**config.mk**
```make
export PLATFORM = sky130hd
export DESIGN_NAME = urfe_rx
export DESIGN_NICKNAME = d
export VERILOG_FILES = /design/src/design/urfe_pkg.sv /design/src/design/urfe_rx.sv
export VERILOG_INCLUDE_DIRS = /design/src /design/src/design
export SDC_FILE = /design/constraint.sdc
export NUM_CORES = 1
export LEC_CHECK = 0
export ABC_AREA = 0
export BUFFER_PORTS_ARGS = -buffer_cell sky130_fd_sc_hd__buf_4
export CAP_MARGIN = 5
export CORE_AREA = 2 2 107 161
export DETAILED_ROUTE_END_ITERATION = 6
export DIE_AREA = 0 0 109 163
export MAX_ROUTING_LAYER = met4
export PLACE_DENSITY_LB_ADDON = 0.25
export SLEW_MARGIN = 30
export SYNTH_ARGS = -nofsm -noshare
export SYNTH_HDL_FRONTEND = slang
export SYNTH_SLANG_ARGS = --single-unit
```
**constraint.sdc**
```tcl
create_clock -name hclk -period 6.09 [get_ports hclk]
set_clock_uncertainty 0.05 [all_clocks]
set_input_delay 0.609 -clock hclk [delete_from_list [all_inputs] [get_ports hclk]]
set_output_delay 0.609 -clock hclk [all_outputs]
set_load 0.01 [all_outputs]
```
**src/design/urfe_cfg.svh**
```systemverilog
// constants for the serial receive block: register map, fields, resets
// assumes a 32-bit ahb-lite bus, one word per register
`ifndef URFE_CFG_SVH
`define URFE_CFG_SVH

`define URFE_OFF_CTRL 8'h00
`define URFE_OFF_STAT 8'h04
`define URFE_OFF_DATA 8'h08
`define URFE_OFF_DIV 8'h0c
`define URFE_OFF_IRQ_STAT 8'h10
`define URFE_OFF_IRQ_MASK 8'h14

`define URFE_CTRL_SERIAL_PORT_ENABLE 0
`define URFE_CTRL_CONTINUOUS_RECEIVE_ENABLE 1
`define URFE_CTRL_RX9 2
`define URFE_CTRL_ADDRESS_DETECT_ENABLE 3

`define URFE_STAT_FRAMING_ERROR_FLAG 0
`define URFE_STAT_OVERRUN_ERROR_FLAG 1
`define URFE_STAT_NINTH 2
`define URFE_STAT_RIF 3
`define URFE_STAT_BUSY 4

`define URFE_IRQ_RX 0
`define URFE_IRQ_OVR 1

`define URFE_CTRL_RST 4'h0
`define URFE_DIV_RST 16'h0010
`define URFE_FIFO_DEPTH 2'h2

`endif

```
**src/design/urfe_pkg.sv**
```systemverilog
// types shared by the serial receive block
// no assumptions beyond a systemverilog compiler
package urfe_pkg;

    typedef enum logic [1:0]
    {
        RX_IDLE = 2'b00,
        RX_START = 2'b01,
        RX_DATA = 2'b10,
        RX_STOP = 2'b11
    } urfe_rx_state_e;

    typedef struct packed
    {
        logic framing_error_flag;
        logic [8:0] data;
    } urfe_entry_s;

    typedef struct packed
    {
        logic address_detect_enable;
        logic rx9;
        logic continuous_receive_enable;
        logic serial_port_enable;
    } urfe_ctrl_s;

endpackage

```
**src/design/urfe_rx.sv**
```systemverilog
// serial receive port: two-entry queue, framing/overrun status, 9-bit and
// address-detect modes, ahb-lite register slave with masked interrupt.
// assumes rx_pin is asynchronous; hclk 250 MHz; single word transfers.
//
// What this block does
// - hold at most two characters; a third complete one sets overrun
// - while overrun is set, queued characters stay readable, new ones dropped
// - overrun clears only by dropping continuous receive or port enable
// - each queued character keeps its own stop-bit framing error
// - framing flag follows oldest unread character; a data read advances both
// - framing flag read-only; port disable clears it, receive disable does not
// - framing error alone raises no interrupt and does not stop reception
// - nine-bit mode shifts nine data bits per character
// - ninth bit is msb of oldest character, read before low byte
// - address-detect enable works only with nine-bit reception
// - address mode queues only ninth-bit-set characters, dropping others
// - a disabled receiver releases its pin for general use
//
// The implementer's own choices: the register addresses and the AHB-Lite register port.
`timescale 1ns/100ps
`include "urfe_cfg.svh"

module urfe_rx
    import urfe_pkg::*;
(
    input wire logic hclk,
    input wire logic hresetn,
    input wire logic hsel,
    input wire logic [31:0] haddr,
    input wire logic [1:0] htrans,
    input wire logic hwrite,
    input wire logic [2:0] hsize,
    input wire logic [31:0] hwdata,
    input wire logic hready,
    output logic hreadyout,
    output logic hresp,
    output logic [31:0] hrdata,
    input wire logic rx_pin,
    output logic rx_pin_released,
    output logic irq
);

    // bus address phase
    logic ap_wr_q;
    logic [7:0] ap_addr_q;
    logic [31:0] hrdata_q;
    wire ap_take = hsel && hready && htrans[1];
    wire [7:0] ap_off = haddr[7:0];
    wire word_ok = (hsize == 3'h2);
    wire rd_take = ap_take && !hwrite;

    // software registers
    urfe_ctrl_s ctrl_q;
    logic [15:0] div_q;
    logic [1:0] ist_q;
    logic [1:0] imask_q;

    wire wr_ctrl = ap_wr_q && (ap_addr_q == `URFE_OFF_CTRL);
    wire wr_div = ap_wr_q && (ap_addr_q == `URFE_OFF_DIV);
    wire wr_ist = ap_wr_q && (ap_addr_q == `URFE_OFF_IRQ_STAT);
    wire wr_imask = ap_wr_q && (ap_addr_q == `URFE_OFF_IRQ_MASK);

    wire serial_port_enable = ctrl_q.serial_port_enable;
    wire run = ctrl_q.serial_port_enable && ctrl_q.continuous_receive_enable;
    wire addr_mode = ctrl_q.address_detect_enable && ctrl_q.rx9;

    // pin synchroniser
    logic rx_s1_q;
    logic rx_s2_q;

    // receiver
    urfe_rx_state_e state_q;
    logic [15:0] cnt_q;
    logic [3:0] idx_q;
    logic [8:0] shift_q;

    wire tick = (cnt_q == 16'h0000);
    wire [3:0] last_idx = ctrl_q.rx9 ? 4'h8 : 4'h7;
    wire char_done = (state_q == RX_STOP) && tick && run;
    wire [8:0] frame = ctrl_q.rx9 ? shift_q : {1'b0, shift_q[8:1]};
    wire stop_bad = !rx_s2_q;

    // queue
    urfe_entry_s fifo_q [2];
    logic wr_ptr_q;
    logic rd_ptr_q;
    logic [1:0] count_q;
    logic overrun_error_flag_q;

    wire not_empty = (count_q != 2'h0);
    wire pop = rd_take && (ap_off == `URFE_OFF_DATA) && not_empty && serial_port_enable;
    // in address mode anything without the ninth bit is dropped here
    wire accept = char_done && !overrun_error_flag_q && (!addr_mode || frame[8]);
    wire full = (count_q == `URFE_FIFO_DEPTH);
    wire push = accept && (!full || pop);
    wire overrun_set = accept && full && !pop;
    urfe_entry_s head;
    assign head = fifo_q[rd_ptr_q];
    urfe_entry_s new_entry;
    assign new_entry = '{framing_error_flag: stop_bad, data: frame};

    // interrupt events: framing errors deliberately not among them
    wire [1:0] ev = {overrun_set, push};
    wire [1:0] ist_clr = wr_ist ? hwdata[1:0] : 2'h0;

    wire [31:0] stat_val = {27'h0, state_q != RX_IDLE, not_empty,
        head.data[8] && not_empty, overrun_error_flag_q, head.framing_error_flag && not_empty};
    wire [31:0] rd_val =
        (ap_off == `URFE_OFF_CTRL) ? {28'h0, ctrl_q} :
        (ap_off == `URFE_OFF_STAT) ? stat_val :
        (ap_off == `URFE_OFF_DATA) ? {24'h0, head.data[7:0]} :
        (ap_off == `URFE_OFF_DIV) ? {16'h0, div_q} :
        (ap_off == `URFE_OFF_IRQ_STAT) ? {30'h0, ist_q} :
        (ap_off == `URFE_OFF_IRQ_MASK) ? {30'h0, imask_q} : 32'h0;

    assign hreadyout = 1'b1;
    assign hresp = 1'b0;
    assign hrdata = hrdata_q;
    assign irq = |(ist_q & imask_q);
    assign rx_pin_released = !run;

    always_ff @(posedge hclk or negedge hresetn)
    begin
        if (!hresetn)
        begin
            ap_wr_q <= 1'b0;
            ap_addr_q <= 8'h00;
            hrdata_q <= 32'h0;
        end
        else
        begin
            ap_wr_q <= ap_take && hwrite && word_ok;
            ap_addr_q <= ap_off;
            if (rd_take)
                hrdata_q <= rd_val;
        end
    end

    always_ff @(posedge hclk or negedge hresetn)
    begin
        if (!hresetn)
        begin
            ctrl_q <= `URFE_CTRL_RST;
            div_q <= `URFE_DIV_RST;
            imask_q <= 2'h0;
        end
        else
        begin
            if (wr_ctrl)
                ctrl_q <= hwdata[3:0];
            if (wr_div)
                div_q <= hwdata[15:0];
            if (wr_imask)
                imask_q <= hwdata[1:0];
        end
    end

    // event set wins over a write-one clear in the same cycle
    always_ff @(posedge hclk or negedge hresetn)
    begin
        if (!hresetn)
            ist_q <= 2'h0;
        else
            ist_q <= (ist_q & ~ist_clr) | ev;
    end

    always_ff @(posedge hclk or negedge hresetn)
    begin
        if (!hresetn)
        begin
            rx_s1_q <= 1'b1;
            rx_s2_q <= 1'b1;
        end
        else
        begin
            rx_s1_q <= rx_pin;
            rx_s2_q <= rx_s1_q;
        end
    end

    always_ff @(posedge hclk or negedge hresetn)
    begin
        if (!hresetn)
        begin
            state_q <= RX_IDLE;
            cnt_q <= 16'h0;
            idx_q <= 4'h0;
            shift_q <= 9'h0;
        end
        else if (!run)
            state_q <= RX_IDLE;
        else
        begin
            cnt_q <= tick ? div_q - 16'h1 : cnt_q - 16'h1;
            case (state_q)
                RX_IDLE:
                begin
                    cnt_q <= {1'b0, div_q[15:1]};
                    if (!rx_s2_q)
                        state_q <= RX_START;
                end
                RX_START:
                begin
                    idx_q <= 4'h0;
                    // a glitch shorter than half a bit is not a start
                    if (tick)
                        state_q <= rx_s2_q ? RX_IDLE : RX_DATA;
                end
                RX_DATA:
                begin
                    if (tick)
                    begin
                        shift_q <= {rx_s2_q, shift_q[8:1]};
                        idx_q <= idx_q + 4'h1;
                        if (idx_q == last_idx)
                            state_q <= RX_STOP;
                    end
                end
                RX_STOP:
                begin
                    // framing error does not hold the receiver
                    if (tick)
                        state_q <= RX_IDLE;
                end
                default:
                    state_q <= RX_IDLE;
            endcase
        end
    end

    // queue entries; port disable empties the queue
    genvar gi;
    generate
        for (gi = 0; gi < 2; gi++)
        begin : g_entry
            always_ff @(posedge hclk or negedge hresetn)
            begin
                if (!hresetn)
                    fifo_q[gi] <= '0;
                else if (!serial_port_enable)
                    fifo_q[gi] <= '0;
                else if (push && (wr_ptr_q == 1'(gi)))
                    fifo_q[gi] <= new_entry;
            end
        end
    endgenerate

    always_ff @(posedge hclk or negedge hresetn)
    begin
        if (!hresetn)
        begin
            wr_ptr_q <= 1'b0;
            rd_ptr_q <= 1'b0;
            count_q <= 2'h0;
        end
        else if (!serial_port_enable)
        begin
            wr_ptr_q <= 1'b0;
            rd_ptr_q <= 1'b0;
            count_q <= 2'h0;
        end
        else
        begin
            if (push)
                wr_ptr_q <= !wr_ptr_q;
            if (pop)
                rd_ptr_q <= !rd_ptr_q;
            count_q <= count_q + {1'b0, push} - {1'b0, pop};
        end
    end

    always_ff @(posedge hclk or negedge hresetn)
    begin
        if (!hresetn)
            overrun_error_flag_q <= 1'b0;
        else if (!run)
            overrun_error_flag_q <= 1'b0;
        else if (overrun_set)
            overrun_error_flag_q <= 1'b1;
    end
endmodule

```
## Yosys cells after proc, flatten, opt, wreduce, memory -nomap -nowiden

Cells that the tools add are included.

- $add $sub $neg: 5
- Multipliers: 0
- Div/mod/pow operators: 0
- Magnitude comparators: 1
- Equal/unequal tests: 25
- Shifts and indexed selects: 0
- Muxes and demuxes: 35
- Bitwise gates (word level): 6
- Reductions and logical operators: 47

Operators with widths:

| cell | number |
|---|---|
| two-way mux 16 bit | 6 |
| two-way mux 10 bit | 7 |
| == test 8 x 5 -> 1 bit, second input constant | 4 |
| subtractor 16 x 1 -> 16 bit, second input constant | 2 |
| logical AND 1 bit | 25 |
| == test 8 x 4 -> 1 bit, second input constant | 3 |
| two-way mux 2 bit | 11 |
| zero test 16 bit | 1 |
| zero test 8 bit | 2 |
| != test 3 bit, second input constant | 5 |
| != test 2 x 1 -> 1 bit, second input constant | 5 |
| zero test 1 bit | 9 |
| two-way mux 9 bit | 1 |
| == test 8 x 3 -> 1 bit, second input constant | 1 |
| two-way mux 4 bit | 2 |
| one-hot mux 2 bit (4 select lines) | 1 |
| one-hot mux 4 bit (2 select lines) | 1 |
| == test 2 bit, second input constant | 3 |
| two-way mux 1 bit | 6 |
| AND reduction 3 bit | 2 |
| nonzero test 2 bit | 3 |
| AND reduction 5 bit | 1 |
| adder 4 x 1 -> 4 bit, second input constant | 1 |
| AND 2 bit | 2 |
| 14 further kinds | 15 |

- Bits in registers: 123
- Latch bits: 0
- Bits in writable memories: 0
- ROM bits: 0
- Output and inout port bits: 36
- Word-level logic and storage cells: 143
- Memories: 0

## Depth between registers and ports, before layout

- Word-level depth: 11
- Gate-level depth with buffers: 12
- Mapped depth without buffers: 10

## Worst setup path after synthesis

Ideal clock, no wire load.

- Path kind: reg2reg
- Start point: reg cnt_q[9]
- End point: reg cnt_q[10]
- Data arrival time: 2.630 ns
- Required time: 5.970 ns
- Setup slack: 3.341 ns
- Stages on the path, launching flop included: 13
- Buffers on the path: 3
- Path through: dfrtp_1 > buf_6 > or4_4 > buf_6 > nor4_4 > buf_2 > a21oi_1 > ha_1 > nand2b_1 > a2111oi_2 > and2_1 > a211o_1 > nand3_1

- Cells in the longest elaborated chain, start to end: 3

Ends and longest elaborated chain:

| element | line | source |
|---|---|---|
| start, declared | urfe_rx.sv:73 | `logic [15:0] cnt_q;` |
| start signal, assigned | urfe_rx.sv:194 | `cnt_q <= tick ? div_q - 16'h1 : cnt_q - 16'h1;` |
| start signal, assigned | urfe_rx.sv:198 | `cnt_q <= {1'b0, div_q[15:1]};` |
| subtractor 16 x 1 -> 16 bit or zero test 16 bit (tied branches) | urfe_rx.sv:194, urfe_rx.sv:77 |  |
| two-way mux 16 bit * | urfe_rx.sv:194 |  |
| two-way mux 16 bit * | urfe_rx.sv:195 | `case (state_q)` |

Every way passes the cells marked *; elsewhere a longest branch is shown, timed or not.
A chain may end at the register's enable or synchronous reset.

## Worst setup path in the final report

- Start point: in hwrite
- End point: reg count_q[1]

- Cells in the longest elaborated chain, start to end: 10

Ends and longest elaborated chain:

| element | line | source |
|---|---|---|
| start, declared | urfe_rx.sv:31 | `input wire logic hwrite,` |
| zero test 1 bit * | urfe_rx.sv:50 | `wire rd_take = ap_take && !hwrite;` |
| logical AND 1 bit * | urfe_rx.sv:50 |  |
| logical AND 1 bit * (3 in a row) | urfe_rx.sv:91 | `` wire pop = rd_take && (ap_off == `URFE_OFF_DATA) && not_empty && serial_port_enable; `` |
| logical OR 1 bit | urfe_rx.sv:95 | `wire push = accept && (!full \|\| pop);` |
| logical AND 1 bit | urfe_rx.sv:95 |  |
| adder 2 x 1 -> 2 bit | urfe_rx.sv:268 | `count_q <= count_q + {1'b0, push} - {1'b0, pop};` |
| subtractor 2 x 1 -> 2 bit * | urfe_rx.sv:268 |  |
| two-way mux 2 bit * | urfe_rx.sv:256 | `else if (!serial_port_enable)` |
| end signal, assigned | urfe_rx.sv:268 |  |
| end, declared | urfe_rx.sv:87 | `logic [1:0] count_q;` |

Marked as above.

==> impl_metrics.py <==
metrics = {
    "routing": {
        "ant_nets": 0,
        "drt_iter0_markers": 237,
        "drt_wl_total_mm": 14.4,
        "drcViolationCount": 0,
        "wl_per_cell_um": 17.8,
        "viasPerCell": 5.41,
        "drt_first_pass_iters": 5,
        "vias": 4378,
    },
    "global_routing": {
        "grt_util_met1_pct": 19.3,
        "overflow": 0,
        "grt_max_degree": 62,
        "grt_pass1_vias": 4409,
        "grt_most_used_layer": "met2",
        "antenna_found_initial": 0,
        "global_route.usage.met2_pct": 29.9,
        "grt_util_all_layers_pct": 17.6,
        "met3_usage_pct": 3.24,
        "grt_pass1_wl_mm": 23.2,
    },
    "floorplanning": {
        "die_h_um": 163,
        "core_area_um2": 16500,
        "rows": 58,
        "initial_core_util_pct": 34.1,
        "io_pins": 111,
        "die_x_um": 109,
        "die_area_um2": 17800,
    },
    "clock_tree": {
        "clock_sinks": 107,
        "clk-insertion-delay-late_ns": 0.35,
        "numCtsBuffers": 9,
        "clk_pin_slew_ns": 0.08,
        "post_cts_buffers": 0,
        "cts.htree.levels": 3,
        "hold_buffers": 0,
        "cts_tree": "done",
        "ctsRootBufferMaster": "clkbuf_16",
        "postCtsResizedCells": 0,
        "cts_buffer_depth": 2,
    },
    "finish": {
        "fin_util_pct": 38.9,
        "area_delta_synth_final_pct": 14.2,
        "nNetsFinal": 673,
        "fill_cells": 1610,
        "drive_above_1_share_pct": 20.9,
        "diodes": 0,
    },
    "yosys": {
        "synth_top_family_by_area": "simple AND/OR/NAND/NOR gates",
        "synth_edf_count": 0,
        "synth_top_cell_area_share_pct": 46.4,
        "synth-warning-count": 0,
        "synth_cell_types": 66,
        "muxShareOfSynthArea_pct": 10.6,
        "synth_cells": 555,
        "syn-cell-area_um2": 5610,
        "yosys.area.top_type": "dfrtp_1",
        "avgSynthCellArea_um2": 10.1,
        "synthArstFlopShare_pct": 100,
        "synth-adder-area-share_pct": 0.891,
        "synthSimpleGateAreaFrac_pct": 17.7,
        "synth-xor-area-share_pct": 1.87,
        "synth-main-ff-cell": "dfrtp_1",
        "synth_compound_area_share_pct": 15.8,
        "synthTopCellsByArea": "dfrtp_1 46%, mux2_2 6.8%, nand2_1 4.1%, o21ai_0 3.8%, mux2i_1 3.7%",
        "synth-seq-cells": 107,
        "synth-seq-area-share_pct": 47.8,
    },
    "power": {
        "p_per_area_nw_per_um2": 269,
        "p_leak_nw": 2.78,
        "vdd_ir_drop_max_v": 0.000128,
    },
    "setup_path": {
        "critPathMaxFanout": 12,
        "cp-end-kind": "register",
        "cp.required_ns": 6.28,
        "arrival_ns": 3.36,
        "r2r.worst_path.cells": 9,
        "critical_path_class": "input pin to register",
        "start_kind": "input pin",
    },
    "sta": {
        "setup_tns_ns": 0,
        "final-hold-violation-count": 0,
        "relSlewSlack_pct": 42.7,
        "fin_ws_ns": 2.93,
        "fin_crit_sh_pct": 51.9,
        "tightestPinTransition_ns": 0.859,
        "rsz0062_at_grt": "no",
        "slew_viol_final": 0,
        "whs_ns": 0.201,
        "min_period_ns": 3.16,
        "finalSetupViolCount": 0,
        "fmax_mhz": 316,
    },
    "run": {
        "maxCapViolations": 0,
    },
    "place": {
        "dp_hpwl_mm": 10.7,
        "place.gp.congestion": 0.921,
        "place_ws_ns": 2.20,
        "io_buffers": 51,
    },
    "run_status": {
        "status": "finished clean",
    },
    "hold_path": {
        "hp-class": "input pin to asynchronous set/reset pin",
    },
}
==> kinds of logic (layout without fill, tap and decap cells) <==
family / after synthesis / in the layout
AND/OR/NAND/NOR: 184 / 184
AO/OA/AOI/OAI: 137 / 137
flip-flops: 107 / 107
multiplexers: 55 / 55
buffers and inverters: 54 / 82
XOR/XNOR: 12 / 12
adder cells (fa/ha/maj): 4 / 4
other: 2 / 18
==> final timing paths <==
kind	startpoint	end	slack (ns)
setup / recovery	hwrite	count_q[1]$_DFF_PN0_	2.93
hold / removal	hresetn	cnt_q[8]$_DFFE_PN0P_	0.20
setup reg to reg	cnt_q[9]$_DFFE_PN0P_	cnt_q[10]$_DFFE_PN0P_	2.98
hold reg to reg	rx_s1_q$_DFF_PN1_	rx_s2_q$_DFF_PN1_	0.31
max in group asynchronous	hresetn	shift_q[6]$_DFFE_PN0P_	4.58
min in group hclk	rx_s1_q$_DFF_PN1_	rx_s2_q$_DFF_PN1_	0.31
==> metal layers <==
| layer | vias to the layer above | wire, um |
|---|---|---|
| li1 | 2068 | - |
| met1 | 2143 | 5640 |
| met2 | 131 | 7640 |
| met3 | 36 | 542 |
| met4 | 0 | 607 |
| met5 | - | 0 |
==> sequential cells by signal, summed over array words and instances, names as in the netlist, 2 cells and up <==
| register | count |
|---|---|
| div_q | 16 |
| idx_q | 4 |
| ctrl_q | 3 |
| shift_q | 9 |
| state_q | 2 |
| ist_q | 2 |
| count_q | 2 |
| cnt_q | 16 |
| imask_q | 2 |
| fifo_q | 20 |
| hrdata | 16 |
| ap_addr_q | 8 |
==> placed cells by master, fill, tap and decap left out, types with 3 or more instances in the layout <==
cell / count
a211oi_1: 6
nand3_1: 21
a22o_1: 11
dfrtp_1: 104
ha_1: 4
mux2_2: 34
buf_4: 55
inv_8: 3
o22ai_1: 4
or2_2: 4
o21ai_0: 43
a32oi_1: 3
nor2b_1: 3
a31oi_1: 6
o31ai_1: 4
o21ai_1: 9
xnor2_1: 8
or4_1: 3
nor3_1: 11
a21oi_1: 19
o2111ai_1: 4
a22oi_1: 14
nand2b_1: 6
nand2_1: 61
nor4b_1: 3
nor4_2: 3
conb_1: 18
nor4_1: 6
nor2_1: 37
clkbuf_16: 9
dfstp_2: 3
inv_1: 10
mux2i_1: 21
and2_1: 4
xor2_1: 4
==> per-stage QoR <==
stage / cells / cell area [um2] / power, mW
finish: 809 / 6410 / 1.73
global route: 809 / 6410 / 1.82
CTS: 808 / 6400 / 1.74
detailed placement: 792 / 6100 / 1.14
global placement: 791 / 6080 / 1.13
floorplan: 571 / 5670 / 1.06
==> critical path, stage by stage <==
cell and delay [ns]:
buf_4 0.11, nand4b_1 0.42, buf_4 0.34, or4bb_1 0.63, o21ai_1 0.28, nand2_1 0.10, ha_1 0.29, inv_1 0.04
ha_1 0.17, xor2_1 0.17, xnor2_1 0.14, nor2_1 0.06
==> cell usage after synthesis (4+ instances only) <==
cell	n
mux2i_1	21
nor3_1	11
a21oi_1	19
o21ai_0	43
or2_2	4
nand3_1	21
nand2_1	61
clkbuf_1	18
o21ai_1	9
a31oi_1	6
ha_1	4
o31ai_1	4
o2111ai_1	4
and2_1	4
nand2b_1	6
xnor2_1	8
a211oi_1	6
dfrtp_1	104
inv_1	10
xor2_1	4
a22o_1	11
mux2_2	34
o22ai_1	4
a22oi_1	14
buf_4	18
nor2_1	37
nor4_1	6
==> power breakdown <==
group | internal [mW] | switching, mW | total (mW)
clock | 0.294 | 0.300 | 0.594
sequential | 0.770 | 0.0989 | 0.869
combinational | 0.114 | 0.150 | 0.264
total | 1.18 | 0.548 | 1.73
==> layout make-up <==
type                       count  area (um2)  area share, %
multi-input combinational    410        2700           42.1
sequential                   107        2680           41.8
timing repair buffer          56         424           6.62
tap                          210         263           4.10
clock buffer                   9         225           3.51
clock inverter                 7        80.1           1.25
inverter                      10        37.5          0.586
(Power assumes the default switching activity.)
